File: src/verilog/hsc_map.svh
// Constants for the HDMI sideband control block: addresses, indices and timing.
`ifndef HSC_MAP_SVH
`define HSC_MAP_SVH

// ================================================================
// Clock and DDC timing
`define HSC_CLK_MHZ 25
`define HSC_DDC_QUARTER_NS 2500
`define HSC_DDC_QUARTER_CYC ((`HSC_DDC_QUARTER_NS * `HSC_CLK_MHZ + 999) / 1000)

// ================================================================
// Capability query layout
`define HSC_DDC_ADDR_WR 8'hA0
`define HSC_DDC_ADDR_RD 8'hA1
`define HSC_EDID_OFFSET 8'h00
`define HSC_EDID_BYTES 8'h80
`define HSC_EDID_EXT_IDX 8'h7E

// ================================================================
// Link layout
`define HSC_TMDS_LANES 4

`endif

File: src/verilog/hsc_pkg.sv
// Types shared by the HDMI sideband control block.
package hsc_pkg;

  // ================================================================
  // Capability query engine states
  typedef enum logic [2:0] {
    HSC_IDLE    = 3'b000,
    HSC_WAIT    = 3'b001,
    HSC_START   = 3'b010,
    HSC_TX      = 3'b011,
    HSC_RESTART = 3'b100,
    HSC_RX      = 3'b101,
    HSC_STOP    = 3'b110,
    HSC_DONE    = 3'b111
  } hsc_state_type;

  // ================================================================
  // Complete register state of the top module
  typedef struct packed {
    hsc_state_type st;
    logic [23:0] wait_cnt;
    logic [7:0] tick;
    logic [1:0] q;
    logic [3:0] bitn;
    logic [7:0] shreg;
    logic [1:0] phase;
    logic [7:0] idx;
    logic [7:0] ext_count;
    logic nack;
    logic fail;
    logic scl_oe;
    logic sda_oe;
    logic edid_valid;
    logic [7:0] edid_data;
    logic [7:0] edid_index;
    logic query_done;
    logic dvi_only;
    logic video_enable;
    logic [3:0] tmds_lane_en;
    logic spa;
    logic cec_src_oe;
    logic cec_snk_oe;
  } hsc_regs_type;

endpackage : hsc_pkg

File: src/verilog/hsc_sync.sv
// Three-stage input synchroniser that accepts a change once the last two stages agree.
`timescale 1ns/10ps

module hsc_sync #(
  parameter logic RESET_VALUE = 1'b0
) (
  // Clock and reset
  input wire logic clock,
  input wire logic reset_n,
  // Asynchronous input and clean level
  input wire logic async_in,
  output logic sync_out
);

  logic s1_r;
  logic s2_r;
  logic s3_r;

  // ================================================================
  // Stages
  // The first stage feeds only the second, so metastability never reaches a decision.
  always_ff @(posedge clock or negedge reset_n) begin
    if (!reset_n) begin
      s1_r <= RESET_VALUE;
      s2_r <= RESET_VALUE;
      s3_r <= RESET_VALUE;
      sync_out <= RESET_VALUE;
    end else begin
      s1_r <= async_in;
      s2_r <= s1_r;
      s3_r <= s2_r;
      if (s2_r == s3_r) begin
        sync_out <= s3_r;
      end
    end
  end

endmodule : hsc_sync

File: src/verilog/hsc_top.sv
// HDMI sideband control: sink presence, source capability query and CEC wire drive.
`timescale 1ns/10ps
`include "hsc_map.svh"

module hsc_top #(
  parameter int HOLDOFF_CYCLES = 1024,
  parameter int QUARTER_CYCLES = `HSC_DDC_QUARTER_CYC,
  parameter int TMDS_LANES = `HSC_TMDS_LANES
) (
  // Clock and reset
  input wire logic clock,
  input wire logic reset_n,
  // Sink port presence
  input wire logic sink_enable,
  input wire logic ddc_slave_ready,
  output logic sink_presence_assert,
  // Source port hot-plug, active low at the pin
  input wire logic hpd_n_pin,
  output logic sink_present,
  // Source port DDC, open drain
  input wire logic ddc_scl_in,
  output logic ddc_scl_out,
  output logic ddc_scl_oe,
  input wire logic ddc_sda_in,
  output logic ddc_sda_out,
  output logic ddc_sda_oe,
  // Capability results
  output logic edid_valid,
  output logic [7:0] edid_data,
  output logic [7:0] edid_index,
  output logic query_done,
  output logic dvi_only,
  output logic video_enable,
  output logic [TMDS_LANES-1:0] tmds_lane_en,
  // CEC wires, open drain, one per port
  input wire logic cec_src_pull_low,
  input wire logic cec_src_in,
  output logic cec_src_out,
  output logic cec_src_oe,
  output logic cec_src_level,
  input wire logic cec_snk_pull_low,
  input wire logic cec_snk_in,
  output logic cec_snk_out,
  output logic cec_snk_oe,
  output logic cec_snk_level
);

  localparam logic [7:0] QEND = 8'(QUARTER_CYCLES - 1);
  localparam logic [23:0] HOLD = 24'(HOLDOFF_CYCLES);

  // The synchronisers lag four clocks, so a shorter quarter would sample unsettled data.
  if (HOLDOFF_CYCLES < 1 || HOLDOFF_CYCLES > 32'h00FFFFFF || QUARTER_CYCLES < 32'h00000004 ||
      QUARTER_CYCLES > 32'h00000100 || TMDS_LANES != `HSC_TMDS_LANES) begin : g_bad_params
    $error("hsc_top parameters out of range");
  end

  hsc_pkg::hsc_regs_type s_r;
  hsc_pkg::hsc_regs_type s_nxt;
  logic scl_sync;
  logic sda_sync;
  logic hpd_present;
  logic bit_state;
  logic scl_held;
  logic quarter_end;
  logic adv;

  // ================================================================
  // Pin synchronisers
  hsc_sync #(.RESET_VALUE(1'b0)) u_hpd (
    .clock(clock), .reset_n(reset_n), .async_in(~hpd_n_pin), .sync_out(hpd_present)
  );
  hsc_sync #(.RESET_VALUE(1'b1)) u_scl (
    .clock(clock), .reset_n(reset_n), .async_in(ddc_scl_in), .sync_out(scl_sync)
  );
  hsc_sync #(.RESET_VALUE(1'b1)) u_sda (
    .clock(clock), .reset_n(reset_n), .async_in(ddc_sda_in), .sync_out(sda_sync)
  );
  hsc_sync #(.RESET_VALUE(1'b1)) u_cec_src (
    .clock(clock), .reset_n(reset_n), .async_in(cec_src_in), .sync_out(cec_src_level)
  );
  hsc_sync #(.RESET_VALUE(1'b1)) u_cec_snk (
    .clock(clock), .reset_n(reset_n), .async_in(cec_snk_in), .sync_out(cec_snk_level)
  );

  // ================================================================
  // Line drive for a given engine position
  function automatic logic [1:0] line_pull(input hsc_pkg::hsc_state_type st,
                                           input logic [1:0] q, input logic sda_bit);
    logic scl_low;
    logic sda_low;
    scl_low = 1'b0;
    sda_low = 1'b0;
    unique case (st)
      hsc_pkg::HSC_START: begin
        sda_low = (q >= 2'h2);
        scl_low = (q == 2'h3);
      end
      hsc_pkg::HSC_RESTART: begin
        sda_low = (q >= 2'h2);
        scl_low = (q == 2'h0) || (q == 2'h3);
      end
      hsc_pkg::HSC_TX, hsc_pkg::HSC_RX: begin
        sda_low = ~sda_bit;
        scl_low = (q == 2'h0) || (q == 2'h3);
      end
      hsc_pkg::HSC_STOP: begin
        sda_low = (q <= 2'h1);
        scl_low = (q == 2'h0);
      end
      hsc_pkg::HSC_IDLE, hsc_pkg::HSC_WAIT, hsc_pkg::HSC_DONE: begin
        sda_low = 1'b0;
        scl_low = 1'b0;
      end
    endcase
    return {scl_low, sda_low};
  endfunction : line_pull

  // ================================================================
  // Next state
  always_comb begin
    logic sda_bit;
    logic [1:0] pull;
    sda_bit = 1'b1;
    pull = 2'b00;
    s_nxt = s_r;
    s_nxt.edid_valid = 1'b0;
    s_nxt.spa = sink_enable & ddc_slave_ready;
    s_nxt.cec_src_oe = cec_src_pull_low;
    s_nxt.cec_snk_oe = cec_snk_pull_low;

    bit_state = (s_r.st == hsc_pkg::HSC_START) || (s_r.st == hsc_pkg::HSC_RESTART) ||
                (s_r.st == hsc_pkg::HSC_TX) || (s_r.st == hsc_pkg::HSC_RX) ||
                (s_r.st == hsc_pkg::HSC_STOP);
    // A slave may stretch SCL; the high quarters wait until the wire is really high.
    scl_held = bit_state && ((s_r.q == 2'h1) || (s_r.q == 2'h2)) && !scl_sync;
    quarter_end = (s_r.tick == QEND);
    adv = bit_state && quarter_end && !scl_held;

    if (bit_state) begin
      if (adv) begin
        s_nxt.tick = 8'h00;
        s_nxt.q = s_r.q + 2'h1;
      end else if (!quarter_end) begin
        s_nxt.tick = s_r.tick + 8'h01;
      end
    end

    if (!hpd_present) begin
      // Losing the sink abandons the query; the next plug starts again from the top.
      s_nxt.st = hsc_pkg::HSC_IDLE;
      s_nxt.query_done = 1'b0;
      s_nxt.video_enable = 1'b0;
      s_nxt.dvi_only = 1'b0;
      s_nxt.tick = 8'h00;
      s_nxt.q = 2'h0;
    end else begin
      unique case (s_r.st)
        hsc_pkg::HSC_IDLE: begin
          s_nxt.st = hsc_pkg::HSC_WAIT;
          s_nxt.wait_cnt = 24'h000000;
        end
        hsc_pkg::HSC_WAIT: begin
          s_nxt.wait_cnt = s_r.wait_cnt + 24'h000001;
          if (s_r.wait_cnt == HOLD - 24'h000001) begin
            s_nxt.st = hsc_pkg::HSC_START;
            s_nxt.fail = 1'b0;
            s_nxt.phase = 2'h0;
            s_nxt.idx = 8'h00;
            s_nxt.tick = 8'h00;
            s_nxt.q = 2'h0;
          end
        end
        hsc_pkg::HSC_START, hsc_pkg::HSC_RESTART: begin
          if (adv && s_r.q == 2'h3) begin
            s_nxt.st = hsc_pkg::HSC_TX;
            s_nxt.bitn = 4'h0;
            s_nxt.shreg = (s_r.st == hsc_pkg::HSC_START) ? `HSC_DDC_ADDR_WR : `HSC_DDC_ADDR_RD;
          end
        end
        hsc_pkg::HSC_TX: begin
          if (adv && s_r.q == 2'h2 && s_r.bitn == 4'h8) begin
            s_nxt.nack = sda_sync;
          end
          if (adv && s_r.q == 2'h3) begin
            if (s_r.bitn != 4'h8) begin
              s_nxt.shreg = {s_r.shreg[6:0], 1'b0};
              s_nxt.bitn = s_r.bitn + 4'h1;
            end else if (s_r.nack) begin
              s_nxt.st = hsc_pkg::HSC_STOP;
              s_nxt.fail = 1'b1;
            end else begin
              s_nxt.phase = s_r.phase + 2'h1;
              s_nxt.bitn = 4'h0;
              unique case (s_r.phase)
                2'h0: s_nxt.shreg = `HSC_EDID_OFFSET;
                2'h1: s_nxt.st = hsc_pkg::HSC_RESTART;
                default: s_nxt.st = hsc_pkg::HSC_RX;
              endcase
            end
          end
        end
        hsc_pkg::HSC_RX: begin
          if (adv && s_r.q == 2'h2 && s_r.bitn != 4'h8) begin
            s_nxt.shreg = {s_r.shreg[6:0], sda_sync};
          end
          if (adv && s_r.q == 2'h3) begin
            if (s_r.bitn != 4'h8) begin
              s_nxt.bitn = s_r.bitn + 4'h1;
            end else begin
              s_nxt.edid_valid = 1'b1;
              s_nxt.edid_data = s_r.shreg;
              s_nxt.edid_index = s_r.idx;
              if (s_r.idx == `HSC_EDID_EXT_IDX) begin
                s_nxt.ext_count = s_r.shreg;
              end
              s_nxt.bitn = 4'h0;
              s_nxt.idx = s_r.idx + 8'h01;
              if (s_r.idx == `HSC_EDID_BYTES - 8'h01) begin
                s_nxt.st = hsc_pkg::HSC_STOP;
              end
            end
          end
        end
        hsc_pkg::HSC_STOP: begin
          if (adv && s_r.q == 2'h3) begin
            if (s_r.fail) begin
              s_nxt.st = hsc_pkg::HSC_WAIT;
              s_nxt.wait_cnt = 24'h000000;
            end else begin
              s_nxt.st = hsc_pkg::HSC_DONE;
              s_nxt.query_done = 1'b1;
              s_nxt.dvi_only = (s_r.ext_count == 8'h00);
              s_nxt.video_enable = 1'b1;
            end
          end
        end
        hsc_pkg::HSC_DONE: begin
          s_nxt.st = hsc_pkg::HSC_DONE;
        end
      endcase
    end

    // Bit on SDA: data in TX, release for the slave's ack, master ack in RX but not last.
    if (s_nxt.st == hsc_pkg::HSC_TX) begin
      sda_bit = (s_nxt.bitn == 4'h8) ? 1'b1 : s_nxt.shreg[7];
    end else if (s_nxt.st == hsc_pkg::HSC_RX) begin
      sda_bit = (s_nxt.bitn == 4'h8) ? (s_nxt.idx == `HSC_EDID_BYTES - 8'h01) : 1'b1;
    end
    pull = line_pull(s_nxt.st, s_nxt.q, sda_bit);
    s_nxt.scl_oe = pull[1];
    s_nxt.sda_oe = pull[0];
    s_nxt.tmds_lane_en = {TMDS_LANES{s_nxt.video_enable}};
  end

  // ================================================================
  // State register
  always_ff @(posedge clock or negedge reset_n) begin
    if (!reset_n) begin
      s_r <= '0;
    end else begin
      s_r <= s_nxt;
    end
  end

  // ================================================================
  // Outputs
  // Open-drain pins only ever pull low, so their data outputs are fixed at zero.
  assign ddc_scl_out = 1'b0;
  assign ddc_sda_out = 1'b0;
  assign cec_src_out = 1'b0;
  assign cec_snk_out = 1'b0;
  assign ddc_scl_oe = s_r.scl_oe;
  assign ddc_sda_oe = s_r.sda_oe;
  assign cec_src_oe = s_r.cec_src_oe;
  assign cec_snk_oe = s_r.cec_snk_oe;
  assign sink_presence_assert = s_r.spa;
  assign sink_present = hpd_present;
  assign edid_valid = s_r.edid_valid;
  assign edid_data = s_r.edid_data;
  assign edid_index = s_r.edid_index;
  assign query_done = s_r.query_done;
  assign dvi_only = s_r.dvi_only;
  assign video_enable = s_r.video_enable;
  assign tmds_lane_en = s_r.tmds_lane_en;

endmodule : hsc_top
File: config.mk
export PLATFORM = sky130hd
export DESIGN_NAME = hsc_top
export DESIGN_NICKNAME = d
export VERILOG_FILES = /design/src/verilog/hsc_pkg.sv /design/src/verilog/hsc_sync.sv /design/src/verilog/hsc_top.sv
export VERILOG_INCLUDE_DIRS = /design/src /design/src/verilog
export SDC_FILE = /design/constraint.sdc
export NUM_CORES = 1
export LEC_CHECK = 0
export BUFFER_PORTS_ARGS = -buffer_cell sky130_fd_sc_hd__buf_2
export CAP_MARGIN = 20
export CELL_PAD_IN_SITES_DETAIL_PLACEMENT = 0
export CELL_PAD_IN_SITES_GLOBAL_PLACEMENT = 1
export CORE_MARGIN = 5
export CORE_UTILIZATION = 25
export DETAILED_ROUTE_END_ITERATION = 12
export GPL_ROUTABILITY_DRIVEN = 0
export HOLD_SLACK_MARGIN = 0.12
export PLACE_DENSITY_LB_ADDON = 0.05
export SLEW_MARGIN = 20
export SYNTH_ARGS = -nofsm -noshare
export SYNTH_HDL_FRONTEND = slang
export SYNTH_SLANG_ARGS = --single-unit
File: constraint.sdc
create_clock -name clock -period 4.1 [get_ports clock]
set_input_delay 0.205 -clock clock [delete_from_list [all_inputs] [get_ports clock]]
set_output_delay 0.205 -clock clock [all_outputs]
set_load 0.01 [all_outputs]
After elaboration in Yosys (flattened, before gate mapping)
Index checks and enable logic that the tools add are counted.
W data, S select, Z words.
{"block": "word_totals", "register_bits": 115, "out_inout_bits": 36}
{"block": "classes", "n_mux": 62, "n_bitwise": 4, "reduce_logical": 37, "n_lt_le_gt_ge": 2, "n_eq_ne": 46, "addsub": 6}
{"operator": "$pmux W24 S3", "n": 1}
{"operator": "$mux W17", "n": 4}
{"operator": "$mux W10", "n": 5}
{"operator": "$mux W8", "n": 6}
{"operator": "$mux W3", "n": 14}
{"operator": "$pmux W12 S3", "n": 1}
{"operator": "$mux W16", "n": 2}
{"operator": "$mux W32", "n": 1}
{"operator": "$mux W14", "n": 2}
{"operator": "$mux W27", "n": 1}
{"operator": "$add A24 B1 Y24 const B", "n": 1}
{"operator": "$eq A24 B10 Y1 const B", "n": 1}
{"operator": "$eq A3 B3 Y1 const B", "n": 8}
{"operator": "$eq A8 B7 Y1 const B", "n": 3}
{"operator": "$mux W12", "n": 2}
{"operator": "$mux W24", "n": 1}
{"operator": "$pmux W3 S7", "n": 1}
{"operator": "$ne A2 B2 Y1 const B", "n": 9}
{"operator": "$add A8 B1 Y8 const B", "n": 2}
{"operator": "$pmux W8 S2", "n": 1}
{"operator": "$eq A3 B2 Y1 const B", "n": 4}
{"operator": "$reduce_and A6 Y1", "n": 2}
{"operator": "$mux W1", "n": 11}
{"operator": "$eq A4 B4 Y1 const B", "n": 2}
{"operator": "35 further kinds", "n": 72}

Logic depth before layout (Yosys ltp)
{"block": "depth", "word_depth": 20, "ltp_mapped": 12, "depth_no_buf": 11}

By module
From an unflattened synthesis, not the netlist that was laid out.
{"block": "hier_totals", "cells_unflattened": 596, "hier_area_um2": 5796.8}
{"module": "hsc_top", "seq_area_each_um2": 2327.2, "instances": 1, "cells_each": 571, "area_each_um2": 5220.0}
{"module": "hsc_sync at u_cec_snk ...", "seq_area_each_um2": 105.1, "instances": 4, "cells_each": 5, "area_each_um2": 116.4}
{"module": "hsc_sync at u_hpd", "seq_area_each_um2": 100.1, "instances": 1, "cells_each": 5, "area_each_um2": 111.4}

Least setup slack after synthesis
No wires, ideal clock.
{"block": "synth_path", "kind": "reg-to-reg", "start": "reg s_r[63] (netlist name)", "end": "reg s_r[31] (netlist name)", "path_stages_with_launch": 11, "required_ps": 3975, "path_slack_ps": 1555, "setup_ps": 125, "arrival_ps": 2420, "path_buffers": 3, "path_cell_list": "dfrtp_1 > inv_1 > ha_1 > and4bb_4 > o211ai_4 > buf_6 > or3_1 > buf_2 > or3_1 > buf_6 > mux2_4"}
{"block": "synth_via", "elab_chain_len": 5}
{"item": "start, declared", "line_no": "hsc_top.sv:57", "source": "hsc_pkg::hsc_regs_type s_r;"}
{"item": "start signal, assigned", "line_no": "hsc_top.sv:261", "source": "s_r <= s_nxt;"}
{"item": "$eq A8 B6 Y1", "line_no": "hsc_top.sv:136", "source": "quarter_end = (s_r.tick == QEND);"}
{"item": "$logic_and A1 B1 Y1 (2 in series)", "line_no": "hsc_top.sv:137", "source": "adv = bit_state && quarter_end && !scl_held;"}
{"item": "$logic_and A1 B1 Y1", "line_no": "hsc_top.sv:206", "source": "if (adv && s_r.q == 2'h3) begin"}
{"item": "$reduce_and A5 Y1 (no line)"}
Every way passes these cells.
A chain may end at the register's enable or synchronous reset.

==> impl_metrics.tcl <==
set metrics [dict create \
    status "completed" \
    drt_pre_antenna_iters 4 \
    via_count 4800 \
    clock_sink_count 113 \
    synth_top_area_cell "sky130_fd_sc_hd__dfrtp_1" \
    postRouteWirelength_mm 16.80 \
    clk_root_buffer_cell "sky130_fd_sc_hd__clkbuf_16" \
    crit_buf_inv 1 \
    yosys_warns 0 \
    synth_ff_type "sky130_fd_sc_hd__dfrtp_1" \
    critical_path.reg2reg.startpoint "s_r[96]" \
    worstMarginPinSlew_ns 0.9208 \
    die_height_um 163.8 \
    floorplan.die.width_um 163.8 \
    final_hold_viol_count 0 \
    post_cts.repair.setup_buffers 0 \
    irDropWorstVdd_uv 255.4 \
    critical_path_peak_fanout 20 \
    p_switching_uw 701.7 \
    worst_setup_path_start_kind "flip-flop" \
    clock_tree.buffer_depth 2 \
    placement_rows 56 \
    post-dp-hpwl_mm 11.73 \
    drv_cap 0 \
    worstPathCellList "ha_1, o211a_1, nand2_1, o41ai_1, nor4b_1, buf_4, o31ai_1, nand4_1, a21oi_1" \
    power.static_leakage_uw 0.003136 \
    reg2reg_depth 9 \
    critical_path.top_delay_family "compound AO/OA/AOI/OAI gates" \
    post_cts_hold_buffer_count 10 \
    stdcell_count 1006 \
    finalCriticalPeriod_ns 3.196 \
    final_min_period_over_clock_period_pct 77.96 \
    finClkSkew_ns 0.01122 \
    hold_path_depth 0 \
    synth_edf_count 0 \
    criticalPathCategory "flip-flop to flip-flop" \
    p_clk_share_pct 56.7 \
    core_area_um2 23400 \
    synth.cell_area_um2 5914 \
    post_cts.resized_instances 0 \
    regMostFlops "s_r" \
    grt_remaining_overflow 0 \
    min_path_type "flip-flop to flip-flop" \
    largest_reg_flops 69 \
    place_inst 964 \
    diodes 0 \
    crit_path_max_incr_delay_ns 0.60 \
    die_area_um2 26830 \
    drcViolationCount 0 \
    number_of_global_route_vias_before_repair 4790 \
    drtIter0Drc 296 \
    critical_path.reg2reg.endpoint "ddc_sda_oe" \
    power_per_cell_area_nw_per_um2 421.7 \
    gate_count_after_technology_mapping 643 \
    intPower_uw 2277 \
    finalSetupViolations 0 \
    totalNegativeSetupSlack_ns 0 \
    antenna_found_initial 0 \
    effective_utilization_at_floorplan_pct 25.27 \
    synth.area.top_cells "sky130_fd_sc_hd__dfrtp_1 41%, sky130_fd_sc_hd__dfstp_2 7.1%, sky130_fd_sc_hd__nand2_1 7.0%" \
    number_of_i_o_pins 47 \
    average_detailed_routed_wire_length_per_instance_um 16.70 \
    p_comb_share_pct 4.4 \
    data_arrival_time_at_the_worst_slack_endpoint_ns 3.52 \
    fraction_of_layout_cells_with_a_size_suffix_above_1_pct 17.18 \
    grt_first_pass_wirelength_mm 26.84 \
    synthArstFlopShare_pct 100.0 \
    antenna_violating_nets_post_route 0 \
    crit_path_top_delay_cell "sky130_fd_sc_hd__dfrtp_1" \
    port_buffer_cells 42 \
    track_usage_pct 12.90 \
    slew-limit-headroom_pct 38.24 \
    worstHoldStart "u_hpd.s1_r" \
    ctsHtreeMaxLevel 4 \
    synth.distinct_cells 61 \
    switching_share_pct 23.56 \
    grt_max_degree 56 \
    sequentialPowerShare_pct 39.0 \
    slew_viols_final 0 \
    rsz_0062_raised_after_global_routing "false" \
    cts_tree "built" \
    synth.avg_cell_area_um2 9.198 \
    most_frequent_cell_after_synthesis "sky130_fd_sc_hd__nand2_1" \
    endpoint_kind "flip-flop" \
    netlist_top_cells_count "111 x sky130_fd_sc_hd__nand2_1, 97 x sky130_fd_sc_hd__dfrtp_1, 66 x sky130_fd_sc_hd__o21ai_0, 36 x sky130_fd_sc_hd__nor2_1, 32 x sky130_fd_sc_hd__nand3_1" \
    finish.net_count 699 \
    timing.hold.worst_endpoint "u_hpd.s2_r" \
    clock_latency_late_sink_ns 0.42 \
    cts_made_buffers 17 \
    synth_top_cell_area_share_pct 41.04 \
    maxClockFrequency_mhz 312.9 \
    worst-r2r-setup-slack_ns 0.90 \
    required_time_of_the_worst_setup_path_ns 4.43 \
    portion_of_the_post_synthesis_area_used_by_sequential_elements_pct 48.15 \
    clock_pin_slew_on_the_worst_setup_and_hold_paths_ns 0.06 \
    syn_to_final_growth_pct 19.44 \
    postSynthRegisterBits 113 \
    dr_vias_cell 4.771 \
]
-- metal layers --
| layer | part of all wire (%) | wire length, µm | track usage, % | vias to the layer above |
|---|---|---|---|---|
| met5 | 0 | 0 | 0 | - |
| met4 | 1.2 | 203 | 3.241 | 0 |
| met3 | 3.9 | 650 | 3.262 | 17 |
| met2 | 47 | 7835 | 20.88 | 98 |
| met1 | 48 | 8114 | 17.32 | 2361 |
| li1 | - | - | - | 2324 |
-- logic make-up (layout without fill, tap and decap cells) --
logic type               Yosys count  count (layout)  synth area share, %
XOR/XNOR                           4               4               0.5925
AO/OA/AOI/OAI                    134             134                13.94
other                              1               4              0.06340
buffers and inverters             77             118                6.918
flip-flops                       113             113                48.15
adder cells (fa/ha/maj)           19              19                3.808
multiplexers                      12              12                2.708
AND/OR/NAND/NOR                  283             283                23.82
-- layout by cell type, fill, tap and decap left out, types with 6 or more instances in the layout --
cell type                         n
sky130_fd_sc_hd__a21oi_1         18
sky130_fd_sc_hd__buf_2           41
sky130_fd_sc_hd__nand2_1        111
sky130_fd_sc_hd__nand4_1         24
sky130_fd_sc_hd__buf_4           14
sky130_fd_sc_hd__or3_1            9
sky130_fd_sc_hd__inv_1           21
sky130_fd_sc_hd__nor2_1          36
sky130_fd_sc_hd__a31oi_1         16
sky130_fd_sc_hd__ha_1            14
sky130_fd_sc_hd__o31ai_1          7
sky130_fd_sc_hd__nand3_1         32
sky130_fd_sc_hd__and3_1          12
sky130_fd_sc_hd__nor4_1           7
sky130_fd_sc_hd__and2_1           6
sky130_fd_sc_hd__o21ai_0         66
sky130_fd_sc_hd__clkbuf_16       17
sky130_fd_sc_hd__dlygate4sd3_1   10
sky130_fd_sc_hd__nor3_1          12
sky130_fd_sc_hd__dfrtp_1         97
sky130_fd_sc_hd__and4_1           6
sky130_fd_sc_hd__dfstp_2         16
sky130_fd_sc_hd__mux2_4           8
-- through the flow --
step | util, % | cell area, µm² | power, µW | setup WS, ns | hold slack, ns
2_1_floorplan | - | 5926 | 1241 | 1.555 | -0.09059
3_3_place_gp | 26.94 | 6305 | 1307 | 0.9176 | 0.3105
3_5_place_dp | 26.94 | 6305 | 1308 | 0.8846 | 0.3117
4_1_cts | 30.19 | 7064 | 3036 | 0.8764 | 0.3556
5_1_grt | 30.19 | 7064 | 3098 | 0.7070 | 0.3634
6_report | 30.19 | 7064 | 2979 | 0.9037 | 0.3515
-- worst reg2reg max path: cells and delay by family (launching register included) --
family / cells / cell delay [ns]
fa+ha+maj: 1 / 0.50
compound gates: 4 / 1.40
buf+inv: 1 / 0.17
simple gates: 3 / 0.44
flops: 1 / 0.60
-- worst max path at each step --
stage	startpoint	to	slack [ns]	cells past startpoint
2_1_floorplan	s_r[63]	s_r[31]	1.55	10
3_3_place_gp	s_r[96]	s_r[33]	0.92	5
3_5_place_dp	s_r[96]	s_r[35]	0.88	5
4_1_cts	s_r[96]	s_r[33]	0.88	5
5_1_grt	s_r[96]	ddc_sda_oe	0.71	9
6_report	s_r[96]	ddc_sda_oe	0.90	9
-- power by group through the flow --
stage	registers (µW)	logic [µW]	clock network [µW]
finish	1160	130	1690
floorplan	1180	64.8	0
CTS	1160	137	1740
global placement	1180	127	0
global route	1160	151	1780
detailed placement	1180	128	0
-- area by class of cell --
| type | count | area [µm²] |
|---|---|---|
| inverters | 21 | 78.83 |
| clock buffers | 18 | 429.2 |
| multi-input cells | 456 | 2669 |
| fillers | 2504 | 16340 |
| repair buffers | 65 | 410.4 |
| flip-flops and latches | 113 | 2848 |
| well taps | 319 | 399.1 |
| clock inverters | 14 | 230.2 |
Note: power is estimated with default switching activity, not from simulation.
